## config.mk

```make
export PLATFORM = sky130hd
export DESIGN_NAME = acc_ctrl
export DESIGN_NICKNAME = d
export VERILOG_FILES = /design/src/design/acc_pkg.sv /design/src/design/acc_ctrl.sv /design/src/design/acc_chan_flag.sv
export SDC_FILE = /design/constraint.sdc
export NUM_CORES = 1
export LEC_CHECK = 0
export BUFFER_PORTS_ARGS = -buffer_cell sky130_fd_sc_hd__buf_2
export CORE_UTILIZATION = 35
export CTS_CLUSTER_SIZE = 14
export DETAILED_ROUTE_END_ITERATION = 6
export PLACE_DENSITY = 0.67
export SYNTH_ARGS = -nofsm -noshare
export SYNTH_HDL_FRONTEND = slang
export SYNTH_SLANG_ARGS = --single-unit
```

## constraint.sdc

```tcl
create_clock -name sys_clk -period 2.85 [get_ports sys_clk]
set_input_delay 0.57 -clock sys_clk [delete_from_list [all_inputs] [get_ports sys_clk]]
set_output_delay 0.57 -clock sys_clk [all_outputs]
set_load 0.01 [all_outputs]
```

## src/design/acc_pkg.sv

```systemverilog
// constants for the converter control block
// assumes one 20 MHz system clock and a converter core outside
package acc_pkg;
    localparam int unsigned CTRL_EN_BIT   = 7;
    localparam int unsigned CTRL_SCAN_BIT = 6;
    localparam int unsigned CTRL_DONE_BIT = 4;
    localparam int unsigned CTRL_IRQ_BIT  = 3;
    localparam int unsigned START_BIT     = 0;
    localparam int unsigned NUM_CHAN      = 8;
    localparam logic [7:0]  CTRL_RESET    = 8'h00;
    localparam logic [7:0]  AVAIL_RESET   = 8'h00;
    typedef enum logic [1:0] {
        ACC_IDLE = 2'b00,
        ACC_CONV = 2'b01,
        ACC_DONE = 2'b10
    } acc_state_t;
endpackage

```

## src/design/acc_ctrl.sv

```systemverilog
// converter control: enable, start, scan select, done flag, irq, data-available
// assumes the converter core returns per-channel result strobes and a batch end
//
// Summary of operation
// - enable bit 7 switches; toggle re-arms
// - start bit 0 write begins conversion
// - control bit 6 selects scanning mode
// - non-scan converts one or several channels
// - done flag bit 4 set at completion
// - interrupt only when bit 3 set
// - per-channel data-available flags kept
`timescale 1ns/1ns
module acc_ctrl #(
    parameter int unsigned NCH = acc_pkg::NUM_CHAN
) (
    input  wire logic           sys_clk,
    input  wire logic           rst_n,
    input  wire logic           ctrl_wr,
    input  wire logic [7:0]     ctrl_wdata,
    input  wire logic           start_wr,
    input  wire logic [7:0]     start_wdata,
    input  wire logic [NCH-1:0] chan_sel,
    input  wire logic [NCH-1:0] avail_clr,
    input  wire logic [NCH-1:0] core_result,
    input  wire logic           core_end,
    output logic [7:0]          ctrl_rdata_q,
    output logic [7:0]          start_rdata_q,
    output logic [NCH-1:0]      avail_q,
    output logic                conv_go_q,
    output logic                conv_scan_q,
    output logic [NCH-1:0]      conv_chan_q,
    output logic                irq_q
);
    import acc_pkg::*;

    ////////////////////////////////////////////////////////////////////
    typedef struct packed {
        acc_state_t     st;
        logic [7:0]     ctrl;
        logic           start;
        logic           go;
        logic           scan;
        logic [NCH-1:0] chan;
        logic           irq;
    } acc_state_all_t;

    acc_state_all_t s_q;
    acc_state_all_t s_d;
    logic           done_evt;
    logic           start_req;
    logic           in_idle;
    logic           in_conv;

    assign start_req = start_wr && start_wdata[START_BIT];
    assign in_idle   = (s_q.st == ACC_IDLE);
    assign in_conv   = (s_q.st == ACC_CONV);
    assign done_evt  = in_conv && core_end;

    ////////////////////////////////////////////////////////////////////
    always_comb begin
        s_d     = s_q;
        s_d.go  = 1'b0;
        s_d.irq = 1'b0;
        if (ctrl_wr) begin
            // done bit is hardware owned; writing zero clears it
            s_d.ctrl = ctrl_wdata;
            s_d.ctrl[CTRL_DONE_BIT] = s_q.ctrl[CTRL_DONE_BIT] & ctrl_wdata[CTRL_DONE_BIT];
        end
        case (s_q.st)
            ACC_IDLE: begin
                if (start_req && s_q.ctrl[CTRL_EN_BIT]) begin
                    s_d.start = 1'b1;
                    s_d.go    = 1'b1;
                    s_d.scan  = s_q.ctrl[CTRL_SCAN_BIT];
                    s_d.chan  = chan_sel;
                    s_d.st    = ACC_CONV;
                end
            end
            ACC_CONV: begin
                if (core_end) begin
                    s_d.st = ACC_DONE;
                    s_d.ctrl[CTRL_DONE_BIT] = 1'b1;
                    s_d.start = 1'b0;
                    s_d.irq = s_q.ctrl[CTRL_IRQ_BIT];
                end
            end
            ACC_DONE: begin
                // one idle cycle lets the core drop its end strobe
                s_d.st = ACC_IDLE;
            end
            default: begin
                s_d.st = ACC_IDLE;
            end
        endcase
        if (!s_d.ctrl[CTRL_EN_BIT]) begin
            s_d.start = 1'b0;
            // a start met by a same-cycle disable never reaches the core
            s_d.go    = 1'b0;
            if (s_d.st == ACC_CONV) begin
                s_d.st = ACC_IDLE;
            end
        end
    end

    always_ff @(posedge sys_clk or negedge rst_n) begin
        if (!rst_n) begin
            s_q      <= '0;
            s_q.st   <= ACC_IDLE;
            s_q.ctrl <= CTRL_RESET;
        end else begin
            s_q <= s_d;
        end
    end

    ////////////////////////////////////////////////////////////////////
    // per-channel available flags
    for (genvar i = 0; i < NCH; i++) begin : g_avail
        acc_chan_flag u_flag (
            .sys_clk (sys_clk),
            .rst_n   (rst_n),
            .set_i   (core_result[i] && in_conv),
            .clr_i   (avail_clr[i]),
            .flag_q  (avail_q[i])
        );
    end

    assign ctrl_rdata_q  = s_q.ctrl;
    assign start_rdata_q = {7'h00, s_q.start};
    assign conv_go_q     = s_q.go;
    assign conv_scan_q   = s_q.scan;
    assign conv_chan_q   = s_q.chan;
    assign irq_q         = s_q.irq;

    ////////////////////////////////////////////////////////////////////
    // start self-clear, done, irq, go, scan, chan and avail checks
    a_start_clears: assert property (
        @(posedge sys_clk) disable iff (!rst_n) done_evt |=> !start_rdata_q[START_BIT])
        else $error("start not cleared");
    a_start_holds: assert property (
        @(posedge sys_clk) disable iff (!rst_n) start_rdata_q[START_BIT] && !core_end
        && !(ctrl_wr && !ctrl_wdata[CTRL_EN_BIT]) |=> start_rdata_q[START_BIT])
        else $error("start dropped early");
    a_done_sets: assert property (
        @(posedge sys_clk) disable iff (!rst_n) done_evt |=> ctrl_rdata_q[CTRL_DONE_BIT])
        else $error("done not set");
    a_done_source: assert property (
        @(posedge sys_clk) disable iff (!rst_n)
        $rose(ctrl_rdata_q[CTRL_DONE_BIT]) |-> $past(done_evt))
        else $error("done set without completion");
    a_done_holds: assert property (
        @(posedge sys_clk) disable iff (!rst_n)
        ctrl_rdata_q[CTRL_DONE_BIT] && !ctrl_wr |=> ctrl_rdata_q[CTRL_DONE_BIT])
        else $error("done lost");
    a_irq_gated: assert property (
        @(posedge sys_clk) disable iff (!rst_n)
        irq_q |-> $past(done_evt) && $past(ctrl_rdata_q[CTRL_IRQ_BIT]))
        else $error("bad irq");
    a_irq_fires: assert property (
        @(posedge sys_clk) disable iff (!rst_n)
        done_evt && ctrl_rdata_q[CTRL_IRQ_BIT] |=> irq_q)
        else $error("irq missing");
    a_irq_pulse: assert property (
        @(posedge sys_clk) disable iff (!rst_n) irq_q |=> !irq_q)
        else $error("irq too long");
    a_go_enabled: assert property (
        @(posedge sys_clk) disable iff (!rst_n)
        conv_go_q |-> $past(ctrl_rdata_q[CTRL_EN_BIT]) && $past(start_req))
        else $error("bad go");
    a_off_idle: assert property (
        @(posedge sys_clk) disable iff (!rst_n)
        !ctrl_rdata_q[CTRL_EN_BIT] |-> !start_rdata_q[START_BIT] && !conv_go_q)
        else $error("busy while disabled");
    a_go_sets_start: assert property (
        @(posedge sys_clk) disable iff (!rst_n) conv_go_q |-> start_rdata_q[START_BIT])
        else $error("start low");
    a_go_pulse: assert property (
        @(posedge sys_clk) disable iff (!rst_n) conv_go_q |=> !conv_go_q)
        else $error("go too long");
    a_busy_refuses: assert property (
        @(posedge sys_clk) disable iff (!rst_n) start_req && !in_idle |=> !conv_go_q)
        else $error("start taken while busy");
    a_scan_latch: assert property (
        @(posedge sys_clk) disable iff (!rst_n)
        conv_go_q |-> conv_scan_q == $past(ctrl_rdata_q[CTRL_SCAN_BIT]))
        else $error("scan");
    a_scan_steady: assert property (
        @(posedge sys_clk) disable iff (!rst_n) in_conv && !conv_go_q |-> $stable(conv_scan_q))
        else $error("scan changed mid batch");
    a_chan_latch: assert property (
        @(posedge sys_clk) disable iff (!rst_n)
        conv_go_q |-> conv_chan_q == $past(chan_sel))
        else $error("chan");
    a_avail_set: assert property (
        @(posedge sys_clk) disable iff (!rst_n) in_conv && core_result[0] |=> avail_q[0])
        else $error("avail");
    a_avail_source: assert property (
        @(posedge sys_clk) disable iff (!rst_n)
        $rose(avail_q[0]) |-> $past(core_result[0]) && $past(in_conv))
        else $error("avail set without result");
    c_scan_run: cover property (@(posedge sys_clk) conv_go_q && conv_scan_q);
    c_single_run: cover property (@(posedge sys_clk) conv_go_q && !conv_scan_q);
    c_irq: cover property (@(posedge sys_clk) irq_q);
    c_abort: cover property (@(posedge sys_clk)
        $fell(start_rdata_q[START_BIT]) && !ctrl_rdata_q[CTRL_EN_BIT]);
endmodule // acc_ctrl

```

## src/design/acc_chan_flag.sv

```systemverilog
// one sticky data-available flag for one channel
// assumes software clear and core update are one-cycle pulses
`timescale 1ns/1ns
module acc_chan_flag (
    input  wire logic sys_clk,
    input  wire logic rst_n,
    input  wire logic set_i,
    input  wire logic clr_i,
    output logic      flag_q
);
    typedef struct packed {
        logic flag;
    } acc_flag_state_t;
    acc_flag_state_t s_q;
    acc_flag_state_t s_d;
    always_comb begin
        s_d = s_q;
        // set wins over a same-cycle clear
        if (clr_i) begin
            s_d.flag = 1'b0;
        end
        if (set_i) begin
            s_d.flag = 1'b1;
        end
    end
    always_ff @(posedge sys_clk or negedge rst_n) begin
        if (!rst_n) begin
            s_q <= '0;
        end else begin
            s_q <= s_d;
        end
    end
    assign flag_q = s_q.flag;
endmodule // acc_chan_flag

```

* After elaboration in Yosys (flattened, before gate mapping)
Index checks and enable logic that the tools add are counted.
** Word-level totals
- Register bits after elaboration :: 30
- Bits of input ports :: 45
- Output and inout port bits :: 35
- Word-level logic and storage cells :: 74
** Cells by class
- Equality and inequality tests :: 5
- Muxes and demuxes :: 31
- Bitwise logic cells :: 1
- Reductions and logical operators :: 21
** Operator list (number)
- $mux 1 :: 21
- $reduce_bool 2->1 :: 8
- $mux 11 :: 1
- $logic_and 1x1->1 :: 10
- $mux 10 :: 1
- $mux 2 :: 5
- $mux 8 :: 1
- $eq 2x1->1 const B :: 2
- $pmux 2 s2 :: 1
- $ne 3x1->1 const B :: 1
- $ne 3x2->1 const B :: 1
- $ne 3x3->1 const B :: 1
- $reduce_and 3->1 :: 1
- $logic_not 2->1 :: 1
- $pmux 1 s2 :: 1
- $reduce_and 2->1 :: 1
- $and 1x1->1 :: 1

* Longest topological paths before layout
Gate-level depths: netlist of the first run.
- Depth after elaboration :: 7
- Depth in mapped cells :: 4

* Cells and area by module
Synthesis of the first run repeated with hierarchy kept, for this count alone.
** Unflattened totals
- Cell total of the unflattened synthesis :: 111
- Area, all modules :: 1381.3 um^2
** By module, submodules not included
- acc_ctrl :: instances 1, cells an instance 87, area each 1091.0 um^2, seq. area each 550.5 um^2
- acc_chan_flag :: instances 8, cells an instance 3, area each 36.3 um^2, seq. area each 25.0 um^2

* Worst setup path before layout of the first run
No wires, ideal clock.
- Path type :: input -> register
- Start :: in start_wr
- End :: reg s_q, in the netlist conv_chan_q[1]
- Setup time :: 0.125 ns
- Arrival time :: 1.284 ns
- Path slack :: 1.441 ns
- Cell stages on the path :: 4
- Path through :: nand4b_1 > nor2_2 > buf_6 > mux2_2
** On the way
- Cells in the longest elaborated chain, start to end :: 3
** Ends and longest elaborated chain
- start: declaration :: line acc_ctrl.sv:20 : input wire logic start_wr,
- $logic_and 1x1->1 :: line acc_ctrl.sv:54 : assign start_req = start_wr && start_wdata[START_BIT];
- $logic_and 1x1->1 :: line acc_ctrl.sv:71 : if (start_req && s_q.ctrl[CTRL_EN_BIT]) begin
- $reduce_and 2->1 (no source line)
- end: declaration :: line acc_ctrl.sv:47 : acc_state_all_t s_q;
Every way passes these cells.
A chain may end at the register's enable or synchronous reset.

* Worst setup path in the final report of the first run
- Start :: reg s_q[21] in the netlist's numbering
- End :: reg s_q, in the netlist conv_chan_q[4]
** On the way
- Cells in the longest elaborated chain, start to end :: 2
** Ends and longest elaborated chain
- $logic_not 2->1 :: line acc_ctrl.sv:69 : case (s_q.st)
- $reduce_and 2->1 (no source line)
Every way passes these cells.

==> flow_metrics.py, run 1 <==
metrics = {
    "place": {
        "hpwl_um": 1670,
        "port-buffer-count": 65,
        "place.gp.congestion": 0.708,
    },
    "worst_setup_path": {
        "crit_arrival_ps": 1720,
        "crit_family": "simple AND/OR/NAND/NOR gates",
        "critPathCaptureType": "flip-flop",
        "path_cells": "nand4b_1 -> nor2_2 -> mux2_2",
        "rr_worst_depth": 3,
        "crit_path_start_kind": "flip-flop",
        "slowest_delay_ps": 480,
        "r2r-end": "conv_chan_q[4]$_DFFE_PN0P_",
        "required_ps": 3010,
        "crit_buf_inv": 0,
        "critPathKind": "reg2reg",
        "timing.rr.start": "s_q[21]$_DFF_PN0_",
        "slowest_stage": "nor2_2",
        "path_max_fanout": 12,
        "rrSetupSlack_ps": 1290,
    },
    "grt": {
        "antenna_found_initial": 0,
        "grt_max_degree": 31,
        "grt_pass1_vias": 848,
        "grt_pass1_wl_um": 3780,
        "grt_overflow_total": 0,
        "track_usage_pct": 12.4,
    },
    "route": {
        "viasPerCell": 4.10,
        "drt_pass1_iterations": 3,
        "drt_drc_violations_left": 0,
        "routed_wl_um": 2210,
        "via_count": 865,
        "ant_nets": 0,
        "avgRoutedWirePerCell_um": 10.5,
        "drt_iter0_markers": 45,
    },
    "yosys": {
        "synth_top_area_cell": "dfrtp_1",
        "synth_seq_cells": 30,
        "syn-cell-area_um2": 1380,
        "yosys_warnings": 0,
        "seq_area_frac_synth_pct": 54.5,
        "synth_top_area_share_pct": 54.5,
        "avgSynthCellArea_um2": 11.6,
        "synthTopCellsByArea": "dfrtp_1 54%, buf_4 17%, mux2_2 13%",
        "postSynthCellCount": 119,
        "synth.distinct_cells": 17,
    },
    "pwr": {
        "ir_drop_v": 0.000300,
        "leakagePower_nw": 0.873,
        "p_per_area_nw_per_um2": 646,
    },
    "floorplan": {
        "die_y_um": 64.7,
        "die_area_um2": 4190,
        "start_util_pct": 37.1,
        "fp.dieW_um": 64.7,
        "core_um2": 3720,
        "num_rows": 22,
        "io_pins": 80,
    },
    "clock_network": {
        "post-cts-setup-buffers": 0,
        "cts_tree": "yes",
        "clk_path_buf_depth": 2,
        "ctsResizeCount": 0,
        "cts-buffers-inserted": 5,
        "clk_pin_slew_ps": 70,
        "postCtsHoldBufs": 0,
        "root_buffer": "clkbuf_8",
        "clkLatencyLatePin_ps": 280,
        "ctsHtreeMaxLevel": 2,
        "cts.sinks": 30,
    },
    "timing": {
        "rsz0062_at_grt": "false",
        "timing.final.max_slew_violations": 0,
        "finalSetupTns_ps": 0,
        "worstMarginPinSlew_ps": 662,
        "period_needed_ps": 1560,
        "setup_viol": 0,
        "fmax_ghz": 0.640,
        "relSlewSlack_pct": 55.9,
        "finalHoldViolations": 0,
        "min_period_over_period_pct": 54.8,
        "skew_ps": 4.68,
        "holdWs_ps": 320,
    },
    "cells_and_area": {
        "final-seq-area_um2": 751,
        "final_common_cell": "buf_2",
        "multiInputGateArea_um2": 350,
        "area_growth_pct": 17.5,
        "drive_above_1_share_pct": 56.4,
        "n_antenna_cell": 0,
        "nNetsFinal": 207,
        "nFillCells": 362,
        "final_cell_mix": "65 x buf_2, 30 x dfrtp_1, 16 x mux2_2, 10 x nand2_1, 10 x inv_1",
    },
    "min_path": {
        "hold_class": "in2async",
    },
    "run_status": {
        "run_status": "complete, no violations",
    },
    "flow_run": {
        "maxCapViolations": 0,
    },
}
[where the power goes]
part           total (W)  switching [W]  internal (W)  leakage (nW)
Sequential      0.000508      0.0000253      0.000483         0.380
Combinational   0.000188      0.0000900     0.0000979         0.446
Clock           0.000350       0.000157      0.000194        0.0472
[synthesized netlist by cell type, drive strengths merged]
master / count
conb: 1
mux2: 16
o21a: 1
o211a: 1
and3: 1
nor2: 1
o21ai: 9
buf: 35
dfrtp: 30
inv: 10
nand2: 10
and2b: 1
and2: 1
nand4b: 1
nor2b: 1
[per-layer routing]
| layer | track usage, % | part of all wire, % |
|---|---|---|
| met1 | 14.3 | 42 |
| met2 | 19.4 | 50 |
| met3 | 3.70 | 5.4 |
| met4 | 9.17 | 3.0 |
| met5 | 0 | 0 |
[sequential cells by signal (all words and copies together), names as in the netlist]
name and count:
start_rdata_q 1, irq_q 1, ctrl_rdata_q 8, conv_go_q 1, conv_chan_q 8, conv_scan_q 1, g_avail.u_flag.flag_q 8, s_q 2
[metrics by stage]
stage	worst slack [ps]	cell area, µm²	instances	util [%]	power (W)
floorplan	1440	1400	125	-	0.000690
global placement	1060	1520	203	41.0	0.000705
detailed placement	1040	1520	203	41.0	0.000710
CTS	1250	1620	211	43.6	0.00107
global route	1200	1620	211	43.6	0.00111
finish	1290	1620	211	43.6	0.00105
[area by class of cell]
class                           instances  area share, %
Clock buffer                            6           5.10
Clock inverter                          2          0.773
Timing Repair Buffer                   65           20.1
Multi-Input combinational cell         50           21.6
Sequential cell                        30           46.4
Tap cell                               48           3.71
Inverter                               10           2.32
[cell families after synthesis]
group	Yosys count	synth area share (%)
buffers and inverters	45	21.7
other	1	0.272
and+or+nand+nor	16	5.91
muxes	16	13.1
AOI/OAI and AO/OA	11	4.54
DFF	30	54.5
[how the worst max path moves through the flow]
stage | slack [ps] | startpoint | cells after the start | endpoint
floorplan | 1440 | start_wr | 4 | conv_chan_q[1]$_DFFE_PN0P_
global placement | 1060 | start_wr | 4 | conv_chan_q[4]$_DFFE_PN0P_
detailed placement | 1040 | start_wr | 4 | conv_scan_q$_DFFE_PN0P_
CTS | 1250 | s_q[21]$_DFF_PN0_ | 3 | conv_chan_q[4]$_DFFE_PN0P_
global route | 1200 | s_q[21]$_DFF_PN0_ | 3 | conv_chan_q[4]$_DFFE_PN0P_
finish | 1290 | s_q[21]$_DFF_PN0_ | 3 | conv_chan_q[4]$_DFFE_PN0P_
(Power assumes the default switching activity.)
==> run 2, diff against run 1 <==
==> constraint.sdc (replaced) <==
create_clock -name sys_clk -period 1.5 [get_ports sys_clk]
set_input_delay 0.3 -clock sys_clk [delete_from_list [all_inputs] [get_ports sys_clk]]
set_output_delay 0.3 -clock sys_clk [all_outputs]
set_load 0.01 [all_outputs]
==> run 2 against run 1 <==
Effect of this change: non-clock buffer count grew 2; power grew 90%; first-iteration DRC count shrank 40%.
==> flow_metrics.py, run 2 (same netlist as run 1, synthesis figures left out) <==
metrics = {
    "run_status": {
        "run_status": "complete, no violations",
    },
    "floorplan": {
        "die_area_um2": 4190,
        "start_util_pct": 37.1,
        "num_rows": 22,
        "io_pins": 80,
        "die_y_um": 64.7,
        "core_um2": 3720,
        "fp.dieW_um": 64.7,
    },
    "min_path": {
        "hold_class": "in2async",
    },
    "worst_setup_path": {
        "crit_family": "flip-flops",
        "crit_buf_inv": 1,
        "path_cells": "nand4b_1 -> nor2_2 -> buf_12 -> mux2_2",
        "required_ps": 1650,
        "crit_path_start_kind": "flip-flop",
        "critPathKind": "reg2reg",
        "slowest_delay_ps": 370,
        "slowest_stage": "dfrtp_1",
        "critPathCaptureType": "flip-flop",
        "path_max_fanout": 12,
        "crit_arrival_ps": 1450,
    },
    "clock_network": {
        "postCtsHoldBufs": 0,
        "post-cts-setup-buffers": 0,
        "clk_pin_slew_ps": 60,
        "cts-buffers-inserted": 5,
        "cts_tree": "yes",
        "clkLatencyLatePin_ps": 270,
        "root_buffer": "clkbuf_8",
        "ctsHtreeMaxLevel": 2,
        "clk_path_buf_depth": 2,
        "cts.sinks": 30,
        "ctsResizeCount": 0,
    },
    "cells_and_area": {
        "multiInputGateArea_um2": 350,
        "nFillCells": 377,
        "n_antenna_cell": 0,
        "final_common_cell": "buf_2",
        "area_growth_pct": 19.3,
        "drive_above_1_share_pct": 56.4,
        "nNetsFinal": 209,
        "final_cell_mix": "65 x buf_2, 30 x dfrtp_1, 16 x mux2_2, 10 x nand2_1, 10 x inv_1",
        "final-seq-area_um2": 751,
        "finalNonFillerCells": 213,
    },
    "pwr": {
        "p_per_area_nw_per_um2": 1210,
        "switching_share_pct": 25.5,
        "power_w": 0.00199,
        "pwr-share-comb_pct": 18.6,
        "seq_power_share_pct": 48.6,
        "switchingPower_w": 0.000506,
        "p_int_w": 0.00148,
        "leakagePower_nw": 0.888,
        "ir_drop_v": 0.000556,
        "power.share.clock_pct": 32.8,
    },
    "route": {
        "viasPerCell": 4.10,
        "drt_pass1_iterations": 3,
        "via_count": 873,
        "avgRoutedWirePerCell_um": 10.9,
        "ant_nets": 0,
        "drt_drc_violations_left": 0,
        "drt_iter0_markers": 27,
        "routed_wl_um": 2320,
    },
    "timing": {
        "skew_ps": 5.39,
        "layout_setup_ws_ps": 204,
        "worstMarginPinSlew_ps": 660,
        "setup_viol": 0,
        "rsz0062_at_grt": "false",
        "timing.final.max_slew_violations": 0,
        "period_needed_ps": 1300,
        "finalSetupTns_ps": 0,
        "min_period_over_period_pct": 86.4,
        "relSlewSlack_pct": 56.0,
        "fmax_ghz": 0.772,
        "finalHoldViolations": 0,
    },
    "grt": {
        "grt_overflow_total": 0,
        "antenna_found_initial": 0,
        "top_usage_layer": "met2",
        "grt_use_met2_pct": 19.8,
        "grt_pass1_vias": 845,
        "use_met3_pct": 3.17,
        "grtUsageMet1_pct": 14.8,
        "grt_max_degree": 31,
        "track_usage_pct": 12.3,
        "grt_pass1_wl_um": 3760,
    },
    "place": {
        "place.gp.congestion": 0.710,
        "pre_cts_slack_ps": 201,
        "port-buffer-count": 65,
        "dp_cells": 205,
        "hpwl_um": 1740,
    },
    "flow_run": {
        "maxCapViolations": 0,
    },
}
run 2: changes by cell type in the layout (fill, tap and decap cells not counted), sizes merged:
cell	previous run	this run
buf	65	67
clkbuf	6	7
clkinvlp	1	0
run 2: layer usage:
layer  share of wire, %  vias to the layer above
met1                 45                      414
met4                1.2                        0
met2                 50                       30
met5                  0                        -
li1                   -                      427
met3                3.8                        2
run 2: final timing paths:
| check | startpoint | end | slack [ps] | depth (start not counted) |
|---|---|---|---|---|
| max | s_q[21]$_DFF_PN0_ | conv_chan_q[4]$_DFFE_PN0P_ | 200 | 4 |
| min in group sys_clk | avail_clr[4] | g_avail[4].u_flag.flag_q$_DFFE_PN0P_ | 210 | 2 |
| min reg2reg | conv_chan_q[1]$_DFFE_PN0P_ | conv_chan_q[1]$_DFFE_PN0P_ | 500 | 1 |
| min | rst_n | g_avail[6].u_flag.flag_q$_DFFE_PN0P_ | 60 | 1 |
| max in group asynchronous | rst_n | conv_chan_q[0]$_DFFE_PN0P_ | 1010 | 1 |
| max reg2reg | s_q[21]$_DFF_PN0_ | conv_chan_q[4]$_DFFE_PN0P_ | 200 | 4 |
run 2: area by class of cell:
| class | count | share of cell area [%] |
|---|---|---|
| clock inverters | 1 | 0.305 |
| inverters | 10 | 2.28 |
| flip-flops and latches | 30 | 45.7 |
| clock buffers | 7 | 5.26 |
| multi-input cells | 50 | 21.3 |
| well taps | 48 | 3.66 |
| repair buffers | 67 | 21.5 |
run 2: per-stage QoR:
step	area, µm²	hold WS, ps	util [%]
after CTS	1640	81.1	44.2
after floorplan	1400	4.41	-
after global routing	1640	111	44.2
after detailed placement	1550	381	41.8
final	1640	57.1	44.2
after global placement	1550	379	41.8
run 2: worst reg2reg max path: cells and delay by family (launching register included):
family	cells	cell delay [ps]
flops	1	370
simple gates	2	320
mux	1	340
buf+inv	1	150
run 2: power groups by stage:
stage	sequential (W)	combinational, W	clock [W]
after global routing	0.000980	0.000411	0.000721
final	0.000965	0.000370	0.000652
after detailed placement	0.000982	0.000379	0
after CTS	0.000968	0.000379	0.000683
after global placement	0.000979	0.000369	0
after floorplan	0.000979	0.000332	0
